### config.mk
export PLATFORM = sky130hd
export DESIGN_NAME = paacc_top
export DESIGN_NICKNAME = d
export VERILOG_FILES = /design/src/logic/paacc_pkg.sv /design/src/logic/paacc_top.sv
export SDC_FILE = /design/constraint.sdc
export NUM_CORES = 1
export LEC_CHECK = 0
export BUFFER_PORTS_ARGS = -buffer_cell sky130_fd_sc_hd__buf_2
export CELL_PAD_IN_SITES_DETAIL_PLACEMENT = 0
export CELL_PAD_IN_SITES_GLOBAL_PLACEMENT = 1
export CORE_ASPECT_RATIO = 0.6
export CORE_MARGIN = 2
export CORE_UTILIZATION = 39
export DETAILED_ROUTE_END_ITERATION = 16
export PLACE_DENSITY_LB_ADDON = 0.1
export RECOVER_POWER = 25
export SYNTH_ARGS = -nofsm -noshare
export SYNTH_HDL_FRONTEND = slang
export SYNTH_SLANG_ARGS = --single-unit
export TNS_END_PERCENT = 1
### constraint.sdc
create_clock -name clk_sys -period 1.9 [get_ports clk_sys]
set_input_delay 0.095 -clock clk_sys [delete_from_list [all_inputs] [get_ports clk_sys]]
set_output_delay 0.095 -clock clk_sys [all_outputs]
set_load 0.005 [all_outputs]
### src/logic/paacc_pkg.sv
package paacc_pkg;
	localparam int PAACC_AW = 8;

	// register byte addresses
	localparam logic [PAACC_AW-1:0] PAACC_OFF_CONTROL = 8'h00;
	localparam logic [PAACC_AW-1:0] PAACC_OFF_FLAGS = 8'h04;
	localparam logic [PAACC_AW-1:0] PAACC_OFF_COUNT = 8'h08;

	// control field positions
	localparam int PAACC_CTL_ENABLE = 6;
	localparam int PAACC_CTL_MODE = 5;
	localparam int PAACC_CTL_EDGE = 4;
	localparam int PAACC_CTL_CLK_HI = 3;
	localparam int PAACC_CTL_CLK_LO = 2;
	localparam int PAACC_CTL_OVI = 1;
	localparam int PAACC_CTL_II = 0;
	localparam logic [7:0] PAACC_CTL_WMASK = 8'h7f;

	// flag field positions
	localparam int PAACC_FLG_OVF = 1;
	localparam int PAACC_FLG_IN = 0;

	// reset values
	localparam logic [7:0] PAACC_CONTROL_RST = 8'h00;
	localparam logic [15:0] PAACC_COUNT_RST = 16'h0000;
	localparam logic [15:0] PAACC_DIV_RST = 16'h0000;

	// divider terminal counts for /256 and /65536
	localparam logic [7:0] PAACC_DIV256_LAST = 8'hff;
	localparam logic [15:0] PAACC_DIV65536_LAST = 16'hffff;
	localparam logic [15:0] PAACC_COUNT_MAX = 16'hffff;

	localparam logic [1:0] PAACC_RESP_OKAY = 2'h0;
	localparam logic [1:0] PAACC_RESP_SLVERR = 2'h2;

	typedef enum logic [1:0] {
		PAACC_CLK_PRESCALER = 2'b00,
		PAACC_CLK_ACC = 2'b01,
		PAACC_CLK_ACC_DIV256 = 2'b10,
		PAACC_CLK_ACC_DIV65536 = 2'b11
	} paacc_clksel_t;

	typedef struct packed {
		logic [PAACC_AW-1:0] awaddr;
		logic awvalid;
		logic [31:0] wdata;
		logic [3:0] wstrb;
		logic wvalid;
		logic bready;
		logic [PAACC_AW-1:0] araddr;
		logic arvalid;
		logic rready;
	} paacc_axi_req_t;

	typedef struct packed {
		logic awready;
		logic wready;
		logic [1:0] bresp;
		logic bvalid;
		logic arready;
		logic [31:0] rdata;
		logic [1:0] rresp;
		logic rvalid;
	} paacc_axi_rsp_t;

	typedef struct packed {
		logic sync1;
		logic sync2;
		logic pin_prev;
		logic [7:0] control;
		logic ovf;
		logic inf;
		logic [15:0] count;
		logic [15:0] div;
		logic aw_full;
		logic [PAACC_AW-1:0] aw_addr;
		logic w_full;
		logic [31:0] w_data;
		logic [3:0] w_strb;
		logic bvalid;
		logic [1:0] bresp;
		logic rvalid;
		logic [31:0] rdata;
		logic [1:0] rresp;
	} paacc_state_t;
endpackage : paacc_pkg

### src/logic/paacc_top.sv
// Behaviour
// - accumulator runs only while control bit 6 is one.
// - event counting works even with the timer module disabled.
// - control bit 5 picks gated accumulation (1) or event counting (0).
// - event mode counts rising edges when bit 4 is one, falling when zero.
// - gated mode counts divide-by-64 ticks during gate, flags trailing edge.
// - divide-by-64 ticks come from the prescaler, only while timer active.
// - clock select picks prescaler, accumulator clock, its /256 or /65536.
// - a new clock select takes effect immediately.
// - disabled accumulator always gives the prescaler clock to the timer.
// - overflow flag requests an interrupt only while bit 1 is one.
// - input flag requests an interrupt only while bit 0 is one.
// - overflow flag sets when count wraps from maximum to zero.
// - writing one clears the overflow flag, zero leaves it.
// - writing one clears the input-edge flag.
// - input flag sets on active edge, or gate trailing edge in gated mode.
// - with fast clear on, a count register read, or a count write strobing byte 0 or 1, clears both flags.
// - a 16-bit register counts accumulator clocks: active input events, or gated ticks in gated mode.
// - input pin is synchronised before counting, so counts lag slightly.
// - count register is readable and writable anytime, write loads it.
//
// Our own choices: the register offsets and the AXI4-Lite register port.
`timescale 1ns/100ps
module paacc_top
	import paacc_pkg::*;
(
	input wire logic clk_sys,
	input wire logic rstn,
	input wire paacc_axi_req_t axi_req,
	output paacc_axi_rsp_t axi_rsp,
	input wire logic pulse_in,
	input wire logic timer_module_enable,
	input wire logic fast_flag_clear,
	input wire logic prescaler_tick,
	input wire logic div64_tick,
	output logic timer_count_tick,
	output logic accumulator_clock,
	output logic overflow_irq_req,
	output logic input_edge_irq_req
);
	paacc_state_t state_r;
	paacc_state_t state_nxt;

	logic acc_en;
	logic gated_mode;
	logic edge_rising;
	paacc_clksel_t clk_sel;
	logic rise;
	logic fall;
	logic active_edge;
	logic gate_open;
	logic gated_tick;
	logic tick256;
	logic tick65536;
	logic wr_go;
	logic wr_control;
	logic wr_flags;
	logic wr_count;
	logic rd_go;
	logic rd_count;
	logic count_access;
	logic clr_ovf;
	logic clr_inf;
	logic set_ovf;
	logic [15:0] count_inc;
	logic [PAACC_AW-1:0] rd_addr;

	assign acc_en = state_r.control[PAACC_CTL_ENABLE];
	assign gated_mode = state_r.control[PAACC_CTL_MODE];
	assign edge_rising = state_r.control[PAACC_CTL_EDGE];
	assign clk_sel = paacc_clksel_t'(state_r.control[PAACC_CTL_CLK_HI:PAACC_CTL_CLK_LO]);

	// edges seen only on the second synchroniser stage
	assign rise = state_r.sync2 & ~state_r.pin_prev;
	assign fall = ~state_r.sync2 & state_r.pin_prev;
	// trailing gate edge equals the event edge of the same polarity setting
	assign active_edge = acc_en & (edge_rising ? rise : fall);
	assign gate_open = edge_rising ? ~state_r.sync2 : state_r.sync2;
	assign gated_tick = acc_en & gated_mode & gate_open & div64_tick & timer_module_enable;

	// event mode ignores the timer enable on purpose
	always_comb begin
		if (gated_mode) begin
			accumulator_clock = gated_tick;
		end else begin
			accumulator_clock = active_edge;
		end
	end

	assign tick256 = accumulator_clock & (state_r.div[7:0] == PAACC_DIV256_LAST);
	assign tick65536 = accumulator_clock & (state_r.div == PAACC_DIV65536_LAST);

	// combinational mux so a select change acts in the same cycle
	always_comb begin
		if (!acc_en) begin
			timer_count_tick = prescaler_tick;
		end else begin
			unique case (clk_sel)
				PAACC_CLK_PRESCALER: timer_count_tick = prescaler_tick;
				PAACC_CLK_ACC: timer_count_tick = accumulator_clock;
				PAACC_CLK_ACC_DIV256: timer_count_tick = tick256;
				PAACC_CLK_ACC_DIV65536: timer_count_tick = tick65536;
			endcase
		end
	end

	assign overflow_irq_req = state_r.ovf & state_r.control[PAACC_CTL_OVI];
	assign input_edge_irq_req = state_r.inf & state_r.control[PAACC_CTL_II];

	assign axi_rsp.awready = ~state_r.aw_full;
	assign axi_rsp.wready = ~state_r.w_full;
	assign axi_rsp.bvalid = state_r.bvalid;
	assign axi_rsp.bresp = state_r.bresp;
	assign axi_rsp.arready = ~state_r.rvalid;
	assign axi_rsp.rvalid = state_r.rvalid;
	assign axi_rsp.rdata = state_r.rdata;
	assign axi_rsp.rresp = state_r.rresp;

	assign wr_go = state_r.aw_full & state_r.w_full & ~state_r.bvalid;
	assign wr_control = wr_go & (state_r.aw_addr[PAACC_AW-1:2] == PAACC_OFF_CONTROL[PAACC_AW-1:2]);
	assign wr_flags = wr_go & (state_r.aw_addr[PAACC_AW-1:2] == PAACC_OFF_FLAGS[PAACC_AW-1:2]);
	assign wr_count = wr_go & (state_r.aw_addr[PAACC_AW-1:2] == PAACC_OFF_COUNT[PAACC_AW-1:2]);
	assign rd_go = axi_req.arvalid & ~state_r.rvalid;
	assign rd_addr = axi_req.araddr;
	assign rd_count = rd_go & (rd_addr[PAACC_AW-1:2] == PAACC_OFF_COUNT[PAACC_AW-1:2]);
	assign count_access = rd_count | (wr_count & (|state_r.w_strb[1:0]));

	// reserved flag bits are dropped on write
	assign clr_ovf = (wr_flags & state_r.w_strb[0] & state_r.w_data[PAACC_FLG_OVF])
		| (fast_flag_clear & count_access);
	assign clr_inf = (wr_flags & state_r.w_strb[0] & state_r.w_data[PAACC_FLG_IN])
		| (fast_flag_clear & count_access);
	assign set_ovf = accumulator_clock & (state_r.count == PAACC_COUNT_MAX);
	assign count_inc = state_r.count + 16'h0001;

	always_comb begin
		state_nxt = state_r;

		state_nxt.sync1 = pulse_in;
		state_nxt.sync2 = state_r.sync1;
		state_nxt.pin_prev = state_r.sync2;

		if (accumulator_clock) begin
			state_nxt.div = state_r.div + 16'h0001;
		end

		// count stays put without an accumulator clock
		if (accumulator_clock) begin
			state_nxt.count = count_inc;
		end

		// set beats a clear arriving in the same cycle
		state_nxt.ovf = (state_r.ovf & ~clr_ovf) | set_ovf;
		state_nxt.inf = (state_r.inf & ~clr_inf) | active_edge;

		if (axi_req.awvalid && !state_r.aw_full) begin
			state_nxt.aw_full = 1'b1;
			state_nxt.aw_addr = axi_req.awaddr;
		end
		if (axi_req.wvalid && !state_r.w_full) begin
			state_nxt.w_full = 1'b1;
			state_nxt.w_data = axi_req.wdata;
			state_nxt.w_strb = axi_req.wstrb;
		end

		if (wr_go) begin
			state_nxt.aw_full = 1'b0;
			state_nxt.w_full = 1'b0;
			state_nxt.bvalid = 1'b1;
			state_nxt.bresp = (wr_control | wr_flags | wr_count) ? PAACC_RESP_OKAY : PAACC_RESP_SLVERR;
		end
		if (state_r.bvalid && axi_req.bready) begin
			state_nxt.bvalid = 1'b0;
		end

		if (wr_control && state_r.w_strb[0]) begin
			state_nxt.control = state_r.w_data[7:0] & PAACC_CTL_WMASK;
		end
		// a software load overrides a same-cycle increment
		if (wr_count) begin
			if (state_r.w_strb[0]) begin
				state_nxt.count[7:0] = state_r.w_data[7:0];
			end
			if (state_r.w_strb[1]) begin
				state_nxt.count[15:8] = state_r.w_data[15:8];
			end
		end

		if (rd_go) begin
			state_nxt.rvalid = 1'b1;
			state_nxt.rresp = PAACC_RESP_OKAY;
			if (rd_addr[PAACC_AW-1:2] == PAACC_OFF_CONTROL[PAACC_AW-1:2]) begin
				state_nxt.rdata = {24'h000000, state_r.control};
			end else if (rd_addr[PAACC_AW-1:2] == PAACC_OFF_FLAGS[PAACC_AW-1:2]) begin
				state_nxt.rdata = {30'h0, state_r.ovf, state_r.inf};
			end else if (rd_count) begin
				state_nxt.rdata = {16'h0000, state_r.count};
			end else begin
				state_nxt.rdata = 32'h00000000;
				state_nxt.rresp = PAACC_RESP_SLVERR;
			end
		end
		if (state_r.rvalid && axi_req.rready) begin
			state_nxt.rvalid = 1'b0;
		end
	end

	always_ff @(posedge clk_sys) begin
		if (!rstn) begin
			state_r <= '0;
			state_r.control <= PAACC_CONTROL_RST;
			state_r.count <= PAACC_COUNT_RST;
			state_r.div <= PAACC_DIV_RST;
		end else begin
			state_r <= state_nxt;
		end
	end
endmodule : paacc_top

== Yosys cells after proc, flatten, opt, wreduce, memory -nomap -nowiden ==
Cells that the tools add are included.

* $add $sub $neg: 2
* Multiplexer cells: 16
* Equality and inequality tests: 10
* Reduce and logical (&&, ||, !) cells: 14
* Bitwise operators: 42

{| class="wikitable"
|+ Operators with widths
! operator !! count
|-
| 2-to-1 mux 16 bit || 4
|-
| adder 16 x 1 -> 16 bit, second input constant || 2
|-
| == test 16 bit, second input constant || 2
|-
| 2-to-1 mux 32 bit || 1
|-
| AND 1 bit || 26
|-
| 2-to-1 mux 8 bit || 2
|-
| == test 6 x 1 -> 1 bit, second input constant || 2
|-
| == test 6 x 2 -> 1 bit, second input constant || 2
|-
| logical NOT 6 bit || 2
|-
| inverter 1 bit || 9
|-
| == test 8 bit, second input constant || 1
|-
| 2-to-1 mux 2 bit || 4
|-
| OR reduction 2 bit || 4
|-
| bitwise OR 1 bit || 7
|-
| logical AND 1 bit || 5
|-
| == test 2 bit, second input constant || 2
|-
| 2-to-1 mux 1 bit || 4
|-
| one-hot mux 1 bit (4 select lines) || 1
|-
| == test 2 x 1 -> 1 bit, second input constant || 1
|-
| logical NOT 1 bit || 2
|-
| logical NOT 2 bit || 1
|}

* Logic and storage cells: 102
* Output and inout bits: 45
* Input bits: 64
* Register bits after elaboration: 110

== Longest topological paths before layout ==
* Depth after elaboration: 10
* Gate-level depth with buffers: 9
* Depth with buffers taken out: 7

== Worst setup path after synthesis ==
No wires, ideal clock.

* Kind: register -> register
* Start point: reg state_r, in the netlist edge_rising
* End point: reg state_r[114] (netlist bit)
* Buffers on the path: 2
* Stages on the path, launching flop included: 9
* Data required time: 1.778 ns
* Data arrival time: 1.500 ns
* Setup time: 0.122 ns
* Path slack: 0.278 ns
* Clock period less this slack: 1.622 ns
* Cell sequence: dfxtp_1 > and3b_1 > o21ai_1 > and2_4 > buf_6 > buf_6 > nor4_4 > xnor2_1 > o21ai_1

* Cells in the longest elaborated chain, start to end: 8
* Elaborated cells on any way between the ends: 10
* Those cells by class: 6 x mux; 4 x bitwise

{| class="wikitable"
|+ RTL lines
! what !! RTL line !! text
|-
| start, declared || paacc_top.sv:41 || <nowiki>paacc_state_t state_r;</nowiki>
|-
| start signal, assigned || paacc_top.sv:215 || <nowiki>state_r <= state_nxt;</nowiki>
|-
| 2-to-1 mux 1 bit || paacc_top.sv:78 || <nowiki>assign gate_open = edge_rising ? ~state_r.sync2 : state_r.sync2;</nowiki>
|-
| AND 1 bit (3 in a row) || paacc_top.sv:79 || <nowiki>assign gated_tick = acc_en & gated_mode & gate_open & div64_tick & timer_module_enable;</nowiki>
|-
| 2-to-1 mux 1 bit (*) || paacc_top.sv:83 || <nowiki>if (gated_mode) begin</nowiki>
|-
| 2-to-1 mux 16 bit (*) || paacc_top.sv:148 || <nowiki>if (accumulator_clock) begin</nowiki>
|-
| 2-to-1 mux 8 bit || paacc_top.sv:184 || <nowiki>if (state_r.w_strb[1]) begin</nowiki>
|-
| 2-to-1 mux 16 bit (*) || paacc_top.sv:180 || <nowiki>if (wr_count) begin</nowiki>
|}

Every way passes the cells marked *; elsewhere a longest branch is shown, timed or not.
A chain may end at the register's enable or synchronous reset.

== Worst setup path in the final report ==
* Start point: reg state_r[84] (netlist bit)
* End point: out timer_count_tick

* Cells in the longest elaborated chain, start to end: 4
* Elaborated cells on any way between the ends: 6
* Those cells by class: 2 x eq/ne; 2 x mux; 2 x bitwise

{| class="wikitable"
|+ RTL lines
! what !! RTL line !! text
|-
| == test 16 bit or == test 8 bit (tied branches) || paacc_top.sv:91, paacc_top.sv:90 ||
|-
| AND 1 bit (on tied branches) || paacc_top.sv:91, paacc_top.sv:90 ||
|-
| one-hot mux 1 bit (4 select lines) (*) || paacc_top.sv:98 || <nowiki>unique case (clk_sel)</nowiki>
|-
| 2-to-1 mux 1 bit (*) || paacc_top.sv:95 || <nowiki>if (!acc_en) begin</nowiki>
|-
| end, declared || paacc_top.sv:36 || <nowiki>output logic timer_count_tick,</nowiki>
|}

Marked as above.

==> flow_metrics.py <==
metrics = {
    "status": {
        "outcome": "complete, no violations",
    },
    "sta": {
        "worst_pin_slew_ps": 657,
        "max-slew-margin-rel_pct": 56.1,
        "setup_violations": 0,
        "rsz0062_at_grt": "yes",
        "clock_skew_ps": 8.34,
        "fmax_ghz": 0.537,
        "hold_viol": 0,
        "period_share_pct": 98.1,
        "slew_viol_final": 0,
        "hold_ws_ps": 4.35,
        "period_needed_ps": 1860,
    },
    "floorplan": {
        "num_rows": 29,
        "die_height_microns": 83.9,
        "die_w_microns": 137,
        "core-area_sq_um": 10500,
        "die-area_sq_um": 11500,
        "initial_core_util_pct": 39.8,
        "io_pins": 109,
    },
    "place": {
        "place_hpwl_mm": 7.40,
        "gp_congestion": 0.803,
        "dp_cells": 674,
        "io_buffers": 68,
    },
    "cells_and_area": {
        "nets": 629,
        "multi_input_area_sq_um": 2030,
        "n_fill_cell": 1041,
        "finalNonFillerCells": 705,
        "drive_gt1_share_pct": 21.6,
        "diodes": 0,
        "areaGrowthSynthToFinish_pct": 20.3,
        "regArea_sq_um": 1810,
    },
    "clock_network": {
        "insertion_delay_ps": 340,
        "cts_tree": "yes",
        "numCtsBuffers": 9,
        "root_buffer": "clkbuf_16",
        "clkSinkCount": 90,
        "path_clk_slew_ps": 60,
        "h-tree-depth": 3,
        "cts_buffer_depth": 2,
    },
    "synthesis": {
        "synth_area_sq_um": 4150,
        "syn_inst": 487,
        "synthArstFlopShare_pct": 0,
        "synth_area_leaders": "dfxtp_1 (43%), buf_4 (7.0%), nand2_1 (6.1%)",
        "synth_top_flop_cell": "dfxtp_1",
        "synth_common_cells": "dfxtp_1 (90), nand2_1 (67), nor2_1 (54)",
        "synth_edf_count": 0,
        "yosysSeqAreaShare_pct": 43.4,
        "synth_cell_types": 43,
        "yosys.area.top_type": "dfxtp_1",
        "synth_top_area_share_pct": 43.4,
        "yosys_warnings": 0,
        "yosysMostFrequentCell": "dfxtp_1",
        "synth_seq_cells": 90,
        "avgSynthCellArea_sq_um": 8.53,
    },
    "global_routing": {
        "grt_max_degree": 38,
        "grt_pass1_vias": 3180,
        "grt-busiest-layer": "met1",
        "overflow": 0,
        "grt_use_total_pct": 18.6,
        "antenna_found_initial": 0,
        "use_met3_pct": 4.80,
        "grt_use_met1_pct": 27.8,
        "globalRouteMet2Util_pct": 26.5,
        "grt_pass1_wl_mm": 16.4,
    },
    "worst_setup_path": {
        "r2r-start": "edge_rising",
        "regToRegSetupSlack_ps": 120,
        "critPathLaunch": "state_r[84]",
        "required_ps": 1800,
        "r2r_end": "state_r[106]",
        "path_class": "register to output pin",
        "crit_end": "timer_count_tick",
        "critPathArrivalTime_ps": 1770,
        "path_max_fanout": 5,
        "reg2reg_depth": 8,
        "cp-start-kind": "register",
        "endpoint_kind": "output pin",
    },
    "routing": {
        "postRouteWirelength_mm": 10.2,
        "vias": 3412,
        "dr.pass1.iters": 5,
        "viasPerCell": 4.84,
        "antenna_left": 0,
        "drc": 0,
        "avgRoutedWirePerCell_microns": 14.4,
        "drt-initial-drc-count": 188,
    },
    "hold_path": {
        "min_path_type": "input pin to register",
    },
    "run": {
        "maxCapViolCount": 0,
    },
    "pwr": {
        "ir_drop_v": 0.000399,
        "power_density_nw_per_um2": 764,
        "p_leak_nw": 1.98,
        "power_mw": 3.82,
    },
}
==> worst max-delay path, cell delays in order, from the launching register on <==
cell and delay [ps]:
dfxtp_1 370, ha_2 240, nand4_1 160, a21oi_1 170
buf_4 170, nand3_1 80, nand2_1 120, buf_2 120
==> layout make-up <==
cell class              instances  area share, %
multi-input cells             345           40.6
clock buffers                  14           5.08
flip-flops and latches         90           36.2
inverters                       7          0.526
repair buffers                110           14.1
well taps                     139           3.48
==> metrics by stage <==
step | setup TNS (ps) | worst slack [ps] | instance area [sq um] | utilization (%)
finish | 0 | 36.3 | 5000 | 47.8
global route | -67.6 | -44.5 | 5000 | 47.8
CTS | 0 | 12.6 | 4970 | 47.5
detailed placement | 0 | 61.6 | 4530 | 43.4
global placement | 0 | 116 | 4530 | 43.4
floorplan | 0 | 278 | 4220 | -
==> timing repair <==
action | in CTS | in global routing
setup endpoints to repair | 1 | 24
gates resized for setup | 1 | 15
hold endpoints to repair | 15 | 0
pin swaps | 1 | 1
buffers inserted | 2 | 0
hold buffers | 15 | 0
==> metal layers <==
layer / vias to the layer above / share of wire (%) / routed length [microns]
li1: 1742 / - / -
met1: 1592 / 53 / 5390
met2: 76 / 42 / 4240
met3: 2 / 5.3 / 535
met4: 0 / 0.17 / 17
met5: - / 0 / 0
==> state kept, by name (all words and copies together), names as in the netlist <==
signal and cells:
state_r 63, edge_rising 1, gated_mode 1, acc_en 1
state_nxt 2, axi_rsp 20, clk_sel 2
==> worst min-delay path by stage <==
stage | from | to | depth (start not counted)
final | axi_req[54] | state_r[80] | 3
after global routing | axi_req[19] | state_r[45] | 3
after CTS | axi_req[28] | state_r[54] | 3
after detailed placement | pulse_in | state_nxt[127] | 2
after global placement | pulse_in | state_nxt[127] | 2
after floorplan | axi_req[11] | state_r[74] | 2
==> power breakdown <==
part / switching, mW / internal, mW / leakage, nW
combinational: 0.149 / 0.124 / 1.12
clock: 0.672 / 0.910 / 0.123
sequential: 0.0356 / 1.93 / 0.733
total: 0.857 / 2.96 / 1.98
==> cells in the final DEF (no fill, tap or decap), types with 2 or more instances in the layout <==
cell type | Yosys | final
a21oi_1 | 33 | 33
a22oi_1 | 16 | 16
a31oi_1 | 2 | 2
and2_0 | 0 | 2
and2_1 | 9 | 7
and3_1 | 7 | 6
and3b_1 | 2 | 2
buf_12 | 0 | 2
buf_2 | 3 | 56
buf_4 | 39 | 25
clkbuf_1 | 13 | 15
clkbuf_16 | 0 | 9
conb_1 | 1 | 18
dfxtp_1 | 90 | 85
dfxtp_2 | 0 | 4
dlygate4sd3_1 | 0 | 15
inv_1 | 6 | 5
inv_2 | 1 | 2
mux2_2 | 5 | 5
mux2i_1 | 15 | 15
nand2_1 | 67 | 66
nand2b_1 | 3 | 3
nand3_1 | 12 | 11
nand3b_1 | 3 | 3
nand4_1 | 10 | 10
nor2_1 | 54 | 54
nor2b_1 | 7 | 7
nor3_1 | 3 | 3
nor3_2 | 2 | 2
nor3b_1 | 2 | 2
nor4_2 | 0 | 2
nor4_4 | 2 | 2
nor4b_2 | 2 | 2
o21ai_0 | 19 | 18
o21ai_1 | 7 | 6
o21ai_2 | 0 | 2
or3_1 | 2 | 2
xnor2_1 | 16 | 16
xor2_1 | 14 | 14
==> logic make-up after synthesis <==
family,after synthesis,synth area share [%]
adders and majority gates,2,0.602
muxes,20,4.97
and+or+nand+nor,196,23.8
buffers and inverters,69,10.2
other,1,0.0903
AOI/OAI and AO/OA,79,10.6
xor gates and xnor gates,30,6.33
DFF,90,43.4
No activity file was read; power rests on OpenSTA's default activity.
